**config.mk**
```make
export PLATFORM = sky130hd
export DESIGN_NAME = vox_codec_serial
export DESIGN_NICKNAME = d
export VERILOG_FILES = /design/src/inc/vox_codec_pkg.sv /design/src/core/vox_codec_serial.sv
export VERILOG_INCLUDE_DIRS = /design/src /design/src/inc
export SDC_FILE = /design/constraint.sdc
export NUM_CORES = 1
export LEC_CHECK = 0
export BUFFER_PORTS_ARGS = -buffer_cell sky130_fd_sc_hd__buf_2
export CAP_MARGIN = 20
export CELL_PAD_IN_SITES_DETAIL_PLACEMENT = 2
export CELL_PAD_IN_SITES_GLOBAL_PLACEMENT = 2
export CORE_ASPECT_RATIO = 0.6
export CORE_MARGIN = 1.5
export CORE_UTILIZATION = 30
export DETAILED_ROUTE_END_ITERATION = 16
export HOLD_SLACK_MARGIN = 0.12
export PLACE_DENSITY = 0.7
export SETUP_SLACK_MARGIN = 0.4
export SYNTH_ARGS = -nofsm -noshare
export SYNTH_HDL_FRONTEND = slang
export SYNTH_SLANG_ARGS = --single-unit
```
**constraint.sdc**
```tcl
create_clock -name hclk -period 2.6 [get_ports hclk]
set_input_delay 0.39 -clock hclk [delete_from_list [all_inputs] [get_ports hclk]]
set_output_delay 0.39 -clock hclk [all_outputs]
set_load 0.1 [all_outputs]
```
**src/inc/vox_codec_params.svh**
```systemverilog
`ifndef VOX_CODEC_PARAMS_SVH
`define VOX_CODEC_PARAMS_SVH
// Register byte offsets
`define OFS_POWER 8'h00
`define OFS_CODEC_MODE 8'h04
`define OFS_SWITCH 8'h14
`define OFS_VOICE 8'h18
`define OFS_STATUS 8'h1C
`define OFS_TX_SAMPLE 8'h20
`define OFS_RX_RESULT 8'h24
// Field positions
`define BIT_PDN_ALL 5
`define BIT_VOX_EN 7
`define BIT_VOX_IN 3
`define BIT_VOX_LVL_HI 6
`define BIT_VOX_LVL_LO 5
`define BIT_VOX_OUT 7
`define BIT_MODE_HI 7
`define BIT_MODE_LO 6
// Word lengths
`define PCM_BITS 4'h8
`define ADPCM_BITS_32K 4'h4
`define ADPCM_BITS_24K 4'h3
`define ADPCM_BITS_16K 4'h2
// Reset values
`define REG_RESET 8'h00
`define WORD_RESET 32'h0000_0000
// Reset pin minimum low time
`define REG_RESET_MIN_NS 200
`define CLK_PERIOD_NS 25
`define REG_RESET_CYCLES (((`REG_RESET_MIN_NS) + (`CLK_PERIOD_NS) - 1) / (`CLK_PERIOD_NS))
// Energy thresholds per level selection
`define VOX_THR_0 8'h10
`define VOX_THR_1 8'h20
`define VOX_THR_2 8'h30
`define VOX_THR_3 8'h40
`endif

```
**src/inc/vox_codec_pkg.sv**
```systemverilog
package vox_codec_pkg;
    // Synchronised serial pins
    typedef struct packed {
        logic shift_clk;
        logic tx_sync;
        logic rx_sync;
        logic tx_pcm;
        logic rx_pcm;
        logic adpcm_rx;
    } serial_in_s;
    typedef enum logic [1:0] {
        ADPCM_32K,
        ADPCM_24K,
        ADPCM_16K,
        ADPCM_RSVD
    } adpcm_rate_e;
endpackage

```
**src/core/vox_codec_serial.sv**
```systemverilog
`timescale 1ns/10ps
`include "vox_codec_params.svh"
// Summary of operation
// - Power-down pin low powers codec down
// - Power-down is pin OR register bit
// - Register reset pin low clears registers
// - Tx PCM out MSB first, rising edge
// - Tx PCM in sampled on falling edge
// - Rx PCM out carries decoder result
// - Rx PCM in captured on falling edge
// - Tx ADPCM out MSB first, rising edge
// - Tx ADPCM open-drain, released in power-down
// - Rx ADPCM in shifted on falling edge
// - Voice detect high when speech present
// - Voice detect readable in status bit 7
// - Threshold chosen by voice bits 6:5
// - Voice flag low substitutes background noise
// - Voice flag pin ORed with bit 3
// - Voice pins work only with bit 7
// - Tone sign outputs individually enabled
module vox_codec_serial #(
    parameter int PCM_W = 8
) (
    input wire logic hclk,
    input wire logic hresetn,
    input wire logic hsel,
    input wire logic [31:0] haddr,
    input wire logic [1:0] htrans,
    input wire logic hwrite,
    input wire logic [2:0] hsize,
    input wire logic [31:0] hwdata,
    input wire logic hready,
    output logic [31:0] hrdata,
    output logic hreadyout,
    output logic hresp,
    input wire logic reg_reset_n,
    input wire logic codec_powerdown_pin,
    input wire logic shift_clk,
    input wire logic tx_frame_sync,
    input wire logic rx_frame_sync,
    input wire logic tx_pcm_in,
    input wire logic rx_pcm_in,
    input wire logic adpcm_rx_in,
    input wire logic rx_voice_flag_in,
    input wire logic [2:0] tone_sign_in,
    output logic tx_pcm_out,
    output logic rx_pcm_out,
    output logic adpcm_tx_out,
    output logic adpcm_tx_oe,
    output logic tx_voice_detect_out,
    output logic [2:0] tone_sign_outputs,
    output logic codec_powered_down,
    output logic rx_noise_select
);
    // ==========================================================
    // Input synchronisers
    logic [5:0] s1_r, s2_r, s3_r;
    vox_codec_pkg::serial_in_s pin_w;
    assign pin_w = '{shift_clk, tx_frame_sync, rx_frame_sync, tx_pcm_in, rx_pcm_in, adpcm_rx_in};
    logic [1:0] vf_r;
    logic vf_s3_r;
    logic [1:0] rr_r;
    logic rr_s3_r;
    logic sck_lvl_r;
    always_ff @(posedge hclk or negedge hresetn) begin
        if (!hresetn) begin
            s1_r <= 6'h00;
            s2_r <= 6'h00;
            s3_r <= 6'h00;
            vf_r <= 2'h0;
            vf_s3_r <= 1'b0;
            rr_r <= 2'h0;
            rr_s3_r <= 1'b0;
            sck_lvl_r <= 1'b0;
        end else begin
            if (s2_r[5] == s3_r[5]) sck_lvl_r <= s2_r[5];
            s1_r <= pin_w;
            s2_r <= s1_r;
            s3_r <= s2_r;
            vf_r <= {vf_r[0], rx_voice_flag_in};
            vf_s3_r <= vf_r[1];
            rr_r <= {rr_r[0], reg_reset_n};
            rr_s3_r <= rr_r[1];
        end
    end
    vox_codec_pkg::serial_in_s q_w, prev_w;
    assign q_w = s2_r;
    assign prev_w = s3_r;
    // Clock edges once two stages agree on the new level
    wire sck_rise = q_w.shift_clk & prev_w.shift_clk & ~sck_lvl_r;
    wire sck_fall = ~q_w.shift_clk & ~prev_w.shift_clk & sck_lvl_r;
    wire reg_clear = ~rr_r[1] & ~rr_s3_r;
    wire voice_pin = vf_r[1] & vf_s3_r;

    // ==========================================================
    // AHB-Lite slave
    logic [7:0] power_r, mode_r, switch_r, voice_r;
    logic [PCM_W-1:0] tx_sample_r, rx_result_r;
    logic wr_pend_r;
    logic [7:0] wr_addr_r;
    wire take = hsel & hready & htrans[1];
    wire [7:0] a_w = haddr[7:0];
    wire clr_all = reg_clear;
    always_ff @(posedge hclk or negedge hresetn) begin
        if (!hresetn) begin
            wr_pend_r <= 1'b0;
            wr_addr_r <= 8'h00;
        end else begin
            wr_pend_r <= take & hwrite;
            wr_addr_r <= a_w;
        end
    end
    wire wr_power = wr_pend_r & (wr_addr_r == `OFS_POWER);
    wire wr_mode = wr_pend_r & (wr_addr_r == `OFS_CODEC_MODE);
    wire wr_switch = wr_pend_r & (wr_addr_r == `OFS_SWITCH);
    wire wr_voice = wr_pend_r & (wr_addr_r == `OFS_VOICE);
    wire wr_sample = wr_pend_r & (wr_addr_r == `OFS_TX_SAMPLE);
    always_ff @(posedge hclk or negedge hresetn) begin
        if (!hresetn) begin
            power_r <= `REG_RESET;
            mode_r <= `REG_RESET;
            switch_r <= `REG_RESET;
            voice_r <= `REG_RESET;
            tx_sample_r <= '0;
        end else if (clr_all) begin
            power_r <= `REG_RESET;
            mode_r <= `REG_RESET;
            switch_r <= `REG_RESET;
            voice_r <= `REG_RESET;
            tx_sample_r <= '0;
        end else begin
            if (wr_power) power_r <= hwdata[7:0];
            if (wr_mode) mode_r <= hwdata[7:0];
            if (wr_switch) switch_r <= hwdata[7:0];
            if (wr_voice) voice_r <= hwdata[7:0];
            if (wr_sample) tx_sample_r <= hwdata[PCM_W-1:0];
        end
    end
    logic [7:0] status_w;
    logic [31:0] rd_w;
    always_comb begin
        rd_w = `WORD_RESET;
        unique case (a_w)
            `OFS_POWER: rd_w[7:0] = power_r;
            `OFS_CODEC_MODE: rd_w[7:0] = mode_r;
            `OFS_SWITCH: rd_w[7:0] = switch_r;
            `OFS_VOICE: rd_w[7:0] = voice_r;
            `OFS_STATUS: rd_w[7:0] = status_w;
            `OFS_TX_SAMPLE: rd_w[PCM_W-1:0] = tx_sample_r;
            `OFS_RX_RESULT: rd_w[PCM_W-1:0] = rx_result_r;
            default: rd_w = `WORD_RESET;
        endcase
    end
    always_ff @(posedge hclk or negedge hresetn) begin
        if (!hresetn) hrdata <= `WORD_RESET;
        else if (take & ~hwrite) hrdata <= rd_w;
    end
    assign hreadyout = 1'b1;
    assign hresp = 1'b0;

    // ==========================================================
    // Power-down and word lengths
    wire pdn = ~codec_powerdown_pin | power_r[`BIT_PDN_ALL];
    assign codec_powered_down = pdn;
    vox_codec_pkg::adpcm_rate_e rate_w;
    assign rate_w = vox_codec_pkg::adpcm_rate_e'(mode_r[`BIT_MODE_HI:`BIT_MODE_LO]);
    logic [3:0] adpcm_len_w;
    always_comb begin
        unique case (rate_w)
            vox_codec_pkg::ADPCM_24K: adpcm_len_w = `ADPCM_BITS_24K;
            vox_codec_pkg::ADPCM_16K: adpcm_len_w = `ADPCM_BITS_16K;
            default: adpcm_len_w = `ADPCM_BITS_32K;
        endcase
    end

    // ==========================================================
    // Transmit path
    logic [PCM_W-1:0] tx_sh_r, tx_cap_r, tx_in_r;
    logic [3:0] tx_cnt_r, txi_cnt_r;
    logic [3:0] adpcm_sh_r;
    logic tx_out_r, adpcm_bit_r, tx_armed_r;
    wire [3:0] adpcm_code_w = tx_in_r[PCM_W-1 -: 4];
    always_ff @(posedge hclk or negedge hresetn) begin
        if (!hresetn) begin
            tx_sh_r <= '0;
            tx_cnt_r <= 4'h0;
            tx_out_r <= 1'b0;
            adpcm_sh_r <= 4'h0;
            adpcm_bit_r <= 1'b1;
            tx_armed_r <= 1'b0;
        end else if (pdn) begin
            tx_cnt_r <= 4'h0;
            adpcm_bit_r <= 1'b1;
        end else if (sck_rise) begin
            if (q_w.tx_sync) begin
                tx_out_r <= tx_sample_r[PCM_W-1];
                tx_sh_r <= {tx_sample_r[PCM_W-2:0], 1'b0};
                adpcm_bit_r <= adpcm_code_w[3];
                adpcm_sh_r <= {adpcm_code_w[2:0], 1'b0};
                tx_cnt_r <= 4'h1;
            end else if (tx_cnt_r != 4'h0 && tx_cnt_r < `PCM_BITS) begin
                tx_out_r <= tx_sh_r[PCM_W-1];
                tx_sh_r <= {tx_sh_r[PCM_W-2:0], 1'b0};
                adpcm_bit_r <= (tx_cnt_r < adpcm_len_w) ? adpcm_sh_r[3] : 1'b1;
                adpcm_sh_r <= {adpcm_sh_r[2:0], 1'b0};
                tx_cnt_r <= tx_cnt_r + 4'h1;
            end else begin
                adpcm_bit_r <= 1'b1;
                tx_cnt_r <= 4'h0;
            end
            tx_armed_r <= 1'b1;
        end
    end
    // Falling-edge sampling of looped tx PCM
    always_ff @(posedge hclk or negedge hresetn) begin
        if (!hresetn) begin
            tx_cap_r <= '0;
            tx_in_r <= '0;
            txi_cnt_r <= 4'h0;
        end else if (sck_fall & tx_armed_r) begin
            tx_cap_r <= {tx_cap_r[PCM_W-2:0], q_w.tx_pcm};
            if (txi_cnt_r == `PCM_BITS - 4'h1) begin
                tx_in_r <= {tx_cap_r[PCM_W-2:0], q_w.tx_pcm};
                txi_cnt_r <= 4'h0;
            end else if (txi_cnt_r != 4'h0 || q_w.tx_sync) begin
                txi_cnt_r <= txi_cnt_r + 4'h1;
            end
        end
    end
    assign tx_pcm_out = tx_out_r;
    assign adpcm_tx_out = 1'b0;
    assign adpcm_tx_oe = ~pdn & ~adpcm_bit_r;

    // ==========================================================
    // Receive path
    logic [PCM_W-1:0] rx_cap_r, rx_sh_r, rx_word_r;
    logic [3:0] rx_code_r, rx_code_sh_r;
    logic [3:0] rxi_cnt_r, rxo_cnt_r;
    logic rx_out_r;
    wire vox_en = voice_r[`BIT_VOX_EN];
    wire rx_voice = ~vox_en | voice_pin | voice_r[`BIT_VOX_IN];
    assign rx_noise_select = ~rx_voice;
    wire [PCM_W-1:0] noise_w = {{(PCM_W-2){1'b0}}, voice_r[1:0]};
    wire [PCM_W-1:0] decoded_w = rx_voice ? rx_word_r : noise_w;
    always_ff @(posedge hclk or negedge hresetn) begin
        if (!hresetn) begin
            rx_cap_r <= '0;
            rx_word_r <= '0;
            rx_code_r <= 4'h0;
            rx_code_sh_r <= 4'h0;
            rxi_cnt_r <= 4'h0;
            rx_result_r <= '0;
        end else if (sck_fall & ~pdn) begin
            rx_cap_r <= {rx_cap_r[PCM_W-2:0], q_w.rx_pcm};
            if (q_w.rx_sync) begin
                rx_code_sh_r <= {3'h0, q_w.adpcm_rx};
                rxi_cnt_r <= 4'h1;
            end else if (rxi_cnt_r != 4'h0) begin
                if (rxi_cnt_r < adpcm_len_w)
                    rx_code_sh_r <= {rx_code_sh_r[2:0], q_w.adpcm_rx};
                if (rxi_cnt_r == adpcm_len_w)
                    rx_code_r <= rx_code_sh_r;
                if (rxi_cnt_r == `PCM_BITS - 4'h1) begin
                    rx_result_r <= {rx_cap_r[PCM_W-2:0], q_w.rx_pcm};
                    rxi_cnt_r <= 4'h0;
                end else begin
                    rxi_cnt_r <= rxi_cnt_r + 4'h1;
                end
            end
            rx_word_r <= {rx_code_r, {(PCM_W-4){1'b0}}};
        end
    end
    always_ff @(posedge hclk or negedge hresetn) begin
        if (!hresetn) begin
            rx_sh_r <= '0;
            rxo_cnt_r <= 4'h0;
            rx_out_r <= 1'b0;
        end else if (sck_rise & ~pdn) begin
            if (q_w.rx_sync) begin
                rx_out_r <= decoded_w[PCM_W-1];
                rx_sh_r <= {decoded_w[PCM_W-2:0], 1'b0};
                rxo_cnt_r <= 4'h1;
            end else if (rxo_cnt_r != 4'h0 && rxo_cnt_r < `PCM_BITS) begin
                rx_out_r <= rx_sh_r[PCM_W-1];
                rx_sh_r <= {rx_sh_r[PCM_W-2:0], 1'b0};
                rxo_cnt_r <= rxo_cnt_r + 4'h1;
            end else begin
                rxo_cnt_r <= 4'h0;
            end
        end
    end
    assign rx_pcm_out = rx_out_r;

    // ==========================================================
    // Voice detect and tone signs
    logic [7:0] thr_w;
    always_comb begin
        unique case (voice_r[`BIT_VOX_LVL_HI:`BIT_VOX_LVL_LO])
            2'h0: thr_w = `VOX_THR_0;
            2'h1: thr_w = `VOX_THR_1;
            2'h2: thr_w = `VOX_THR_2;
            default: thr_w = `VOX_THR_3;
        endcase
    end
    wire [7:0] mag_w = tx_in_r[PCM_W-1] ? ~tx_in_r[7:0] : tx_in_r[7:0];
    logic vox_r;
    always_ff @(posedge hclk or negedge hresetn) begin
        if (!hresetn) vox_r <= 1'b0;
        else vox_r <= vox_en & ~pdn & (mag_w >= thr_w);
    end
    assign tx_voice_detect_out = vox_r;
    assign status_w = {vox_r, 7'h00};
    logic [2:0] tone_r;
    always_ff @(posedge hclk or negedge hresetn) begin
        if (!hresetn) tone_r <= 3'h0;
        else tone_r <= tone_sign_in & switch_r[2:0];
    end
    assign tone_sign_outputs = tone_r;

    // ==========================================================
    // Assertions
    a_pdn_release: assert property (@(posedge hclk) disable iff (!hresetn)
        pdn |-> !adpcm_tx_oe) else $error("adpcm driven in power-down");
    a_pdn_or: assert property (@(posedge hclk) disable iff (!hresetn)
        !codec_powerdown_pin |-> codec_powered_down) else $error("pin power-down ignored");
    a_pdn_reg: assert property (@(posedge hclk) disable iff (!hresetn)
        power_r[`BIT_PDN_ALL] |-> codec_powered_down) else $error("bit power-down ignored");
    a_reg_clear: assert property (@(posedge hclk) disable iff (!hresetn)
        reg_clear |=> (voice_r == 8'h00 && power_r == 8'h00)) else $error("regs not cleared");
    a_vox_status: assert property (@(posedge hclk) disable iff (!hresetn)
        status_w[7] == tx_voice_detect_out) else $error("status mismatch");
    a_vox_gate: assert property (@(posedge hclk) disable iff (!hresetn)
        !$past(vox_en) |-> !tx_voice_detect_out) else $error("vox without enable");
    a_tx_msb: assert property (@(posedge hclk) disable iff (!hresetn)
        (sck_rise && q_w.tx_sync && !pdn) |=> tx_pcm_out == $past(tx_sample_r[PCM_W-1]))
        else $error("tx msb wrong");
    a_noise_sel: assert property (@(posedge hclk) disable iff (!hresetn)
        (vox_en && voice_r[`BIT_VOX_IN]) |-> !rx_noise_select) else $error("flag or lost");
    a_tone_gate: assert property (@(posedge hclk) disable iff (!hresetn)
        (switch_r[2:0] == 3'h0) |=> tone_sign_outputs == 3'h0) else $error("tone ungated");
    c_tx_frame: cover property (@(posedge hclk) sck_rise && q_w.tx_sync && !pdn);
    c_rx_frame: cover property (@(posedge hclk) sck_fall && q_w.rx_sync && !pdn);
    c_noise: cover property (@(posedge hclk) rx_noise_select);
endmodule // vox_codec_serial

```
==> key figures <==
Status
  – Outcome: finished, final reports clean

Drt
  – Drt pass-1 iters: 4
  – Post-DR vias/cell: 4.743
  – Routed WL: 19.03 mm
  – DRT iter0 DRCs: 196
  – Routed via count: 5004
  – Final routed DRC violation total: 0
  – Post-DRT Antenna Nets: 0
  – Avg WL per Cell: 18.04 um

Flow run
  – Maximum capacitance violations: 0

Pwr
  – PwrDens: 725.6 nW/um^2
  – VDD IR max: 0.0004562 V
  – P_int: 4.355 mW
  – Sw frac: 30.64%
  – Sequential share of power: 45.9%
  – Sw Pwr: 1.923 mW
  – Pleak: 4.241 nW
  – Comb pwr share: 16.1%
  – Power share of the clock group: 37.9%

STA
  – Final Hold Fails: 0
  – Final Max Slew Viols: 0
  – Final clock skew: 0.008098 ns
  – Relative slew slack: 53.55%
  – Final setup fails: 0
  – Hold Worst Slack: 0.1412 ns
  – Worst slew pin tran: 0.6930 ns
  – Setup_tns: 0 ns
  – Min cycle time layout: 2.162 ns
  – Max Clock Freq: 462.5 MHz
  – Fin crit share: 83.16%
  – RSZ-0062 raised after global routing: true

Global routing
  – Initial antenna violation count: 0
  – Overall Global Routing Usage: 15.84%
  – Remaining Overflow, GRT: 0
  – Largest net degree at the start of global routing: 52
  – First-pass GRT wire length: 30.46 mm
  – Vias in the first global route: 5455

Clocking
  – Clock Latency Late Sink: 0.44 ns
  – # clock sinks: 160
  – Clock transition at path regs: 0.06 ns
  – Clock Tree Buf Depth: 2
  – CTS buffer count: 17
  – CTS tree: done
  – H-tree depth: 4
  – Clk Tree Root Cell: clkbuf_16

Place
  – Cells after DPL: 1010
  – Dpl hpwl: 13.79 mm
  – Placer Congestion: 0.7831
  – Port bufs: 50

Setup path
  – Crit-path cells: inv_1, ha_1, ha_1, nor2b_1, o21ai_1, a21oi_2, nor2_2, mux2_2
  – Worst reg-to-reg path cell count: 8
  – Crit path kind: reg -> reg
  – Reg2reg start: mode_r[7]
  – R2r setup slk: 0.44 ns
  – Worst r2r dst: rx_code_sh_r[0]
  – Crit-path max cell delay: 0.37 ns
  – Worst EP arrival: 2.48 ns
  – Crit end category: register
  – CP max FO: 5
  – Worst Setup Start Kind: register
  – Worst Path Required: 2.92 ns
  – Slowest CP cell: dfrtp_1
  – CP dominant cell by count: ha_1

Logic synthesis
  – Ranking of synthesized cells by area: dfrtp_1 54%, mux2i_1 9.3%, mux2_2 5.8%
  – Ys flop type: dfrtp_1
  – Synth top area share: 54.19%
  – Syn Area/Cell: 11.35 sq um
  – Top-count cell post-synth: dfrtp_1
  – Post-Syn Area: 7342 sq um
  – Yosys warning total: 0
  – Cell variety after synth: 51
  – Asr flop ratio synth: 100.0%
  – Sequential element share of the synthesized area: 54.55%
  – Post-synth top cells: 159 x dfrtp_1, 68 x mux2i_1, 65 x nor2_1, 48 x nand2_1, 42 x o21ai_0
  – Post-synth top area cell: dfrtp_1
  – Post-synthesis cell count: 647
  – Yosys reg bits: 160
  – Post-synth EDFFs: 0

Finish
  – Filler Cell Count: 2590
  – Final #Nets: 830
  – Layout cells sized above 1: 21.56%
  – Layout area overhead: 17.84%
  – Post-layout util: 35.88%
  – Post-Layout Cell Count: 1055
  – # diodes: 0

Floorplan
  – IO Count: 130
  – Initial Util: 30.45%
  – CORE AREA: 24110 sq um
  – Cell Rows: 44
  – Die H: 124.2 um
  – Width of the die: 205.0 um
  – Die area: 25450 sq um

Min path
  – Startpoint of the worst hold path: haddr[7]
  – Hold Path Class: in -> reg
  – Hold Path Sink: wr_addr_r[7]
  – WHS Path Cells: 1
[layout make-up]
cell class	count	area [sq um]	share of cell area, %
clock buffer	20	456.7	5.278
clock inverter	10	90.09	1.041
inverter	29	108.9	1.258
multi-input combinational	432	3030	35.03
sequential	160	4006	46.31
tap	322	402.9	4.657
timing repair buffer	82	556.8	6.435
[placed cells by master (no fill, tap or decap), drive strengths merged, types with 4 or more instances in the layout]
cell type    count
nand2           50
mux2i           68
conb            27
nand2b           4
nor3             9
mux2            38
ha              22
a31oi            7
clkinv           6
nor2            65
a211oi           7
dlygate4sd3     12
nor3b            7
and2             4
o21ai           43
nor2b            9
buf             70
dfrtp          159
nand4            4
nand3           10
inv             29
a21oi           17
o2bb2ai          8
clkbuf          20
[power by group through the flow]
stage	Combinational, mW	Clock (mW)	Sequential (mW)
2_1_floorplan	0.622	0	3.03
3_3_place_gp	0.943	0	2.90
3_5_place_dp	1.00	0	2.93
4_1_cts	1.02	2.44	2.89
5_1_grt	1.11	2.54	2.91
6_report	1.01	2.38	2.88
[state kept, by name, indices dropped and copies added, names as in the netlist, 4 cells and up]
signal	cells
hrdata	8
power_r	8
rx_sh_r	7
tx_sample_r	8
tx_in_r	8
rx_cap_r	7
mode_r	8
rx_result_r	8
q_w	6
txi_cnt_r	4
tx_sh_r	7
voice_r	8
rx_code_r	4
tx_cnt_r	4
rx_word_r	4
rx_code_sh_r	4
wr_addr_r	8
tx_cap_r	7
rxi_cnt_r	4
rxo_cnt_r	4
switch_r	8
s1_r	6
[repair_timing]
item | 4_1_cts | 5_1_grt
cloned | 0 | 0
resized for setup | 3 | 5
setup endpoints to repair | 3 | 22
pin swaps | 0 | 2
hold buffers | 12 | 0
setup buffers | 0 | 2
hold endpoints to repair | 59 | 0
[cells by family after synthesis]
group / share of synthesized area (%)
adder cells (fa/ha/maj): 3.749
XOR/XNOR: 0.4773
AO/OA/AOI/OAI: 7.805
multiplexers: 15.10
flip-flops: 54.55
buffers and inverters: 5.828
AND/OR/NAND/NOR: 12.39
other: 0.1023
[per-stage QoR]
stage | setup WS [ns] | area (sq um) | power (mW)
6_report | 0.4378 | 8652 | 6.278
5_1_grt | 0.3317 | 8652 | 6.570
4_1_cts | 0.3207 | 8613 | 6.350
3_5_place_dp | 0.2796 | 7939 | 3.932
3_3_place_gp | 0.3715 | 7939 | 3.845
2_1_floorplan | 0.5594 | 7443 | 3.647
[per-layer routing]
metal / wire [um] / up-vias / track usage (%)
met2: 8663 / 49 / 24.11
met1: 9729 / 2608 / 22.55
met5: 0 / - / 0
met4: 164 / 0 / 4.653
li1: - / 2331 / -
met3: 472 / 16 / 3.480
[worst max path at each step]
| stage | startpoint | endpoint | slack, ns | depth (start not counted) |
|---|---|---|---|---|
| floorplan | codec_powerdown_pin | adpcm_tx_oe | 0.56 | 3 |
| global placement | mode_r[7] | rx_code_sh_r[0] | 0.37 | 8 |
| detailed placement | mode_r[7] | rx_code_sh_r[0] | 0.28 | 8 |
| CTS | mode_r[7] | rx_code_sh_r[0] | 0.32 | 8 |
| global route | mode_r[7] | rx_code_sh_r[0] | 0.33 | 8 |
| finish | mode_r[7] | rx_code_sh_r[0] | 0.44 | 8 |
[worst max-delay path, delay by kind of cell (launching register included)]
| family | cells | cell delay, ns |
|---|---|---|
| AOI/OAI and AO/OA | 2 | 0.29 |
| adders and majority gates | 2 | 0.64 |
| buffers and inverters | 1 | 0.07 |
| DFF | 1 | 0.37 |
| muxes | 1 | 0.36 |
| and+or+nand+nor | 2 | 0.33 |
No activity file was read; power rests on OpenSTA's default activity.
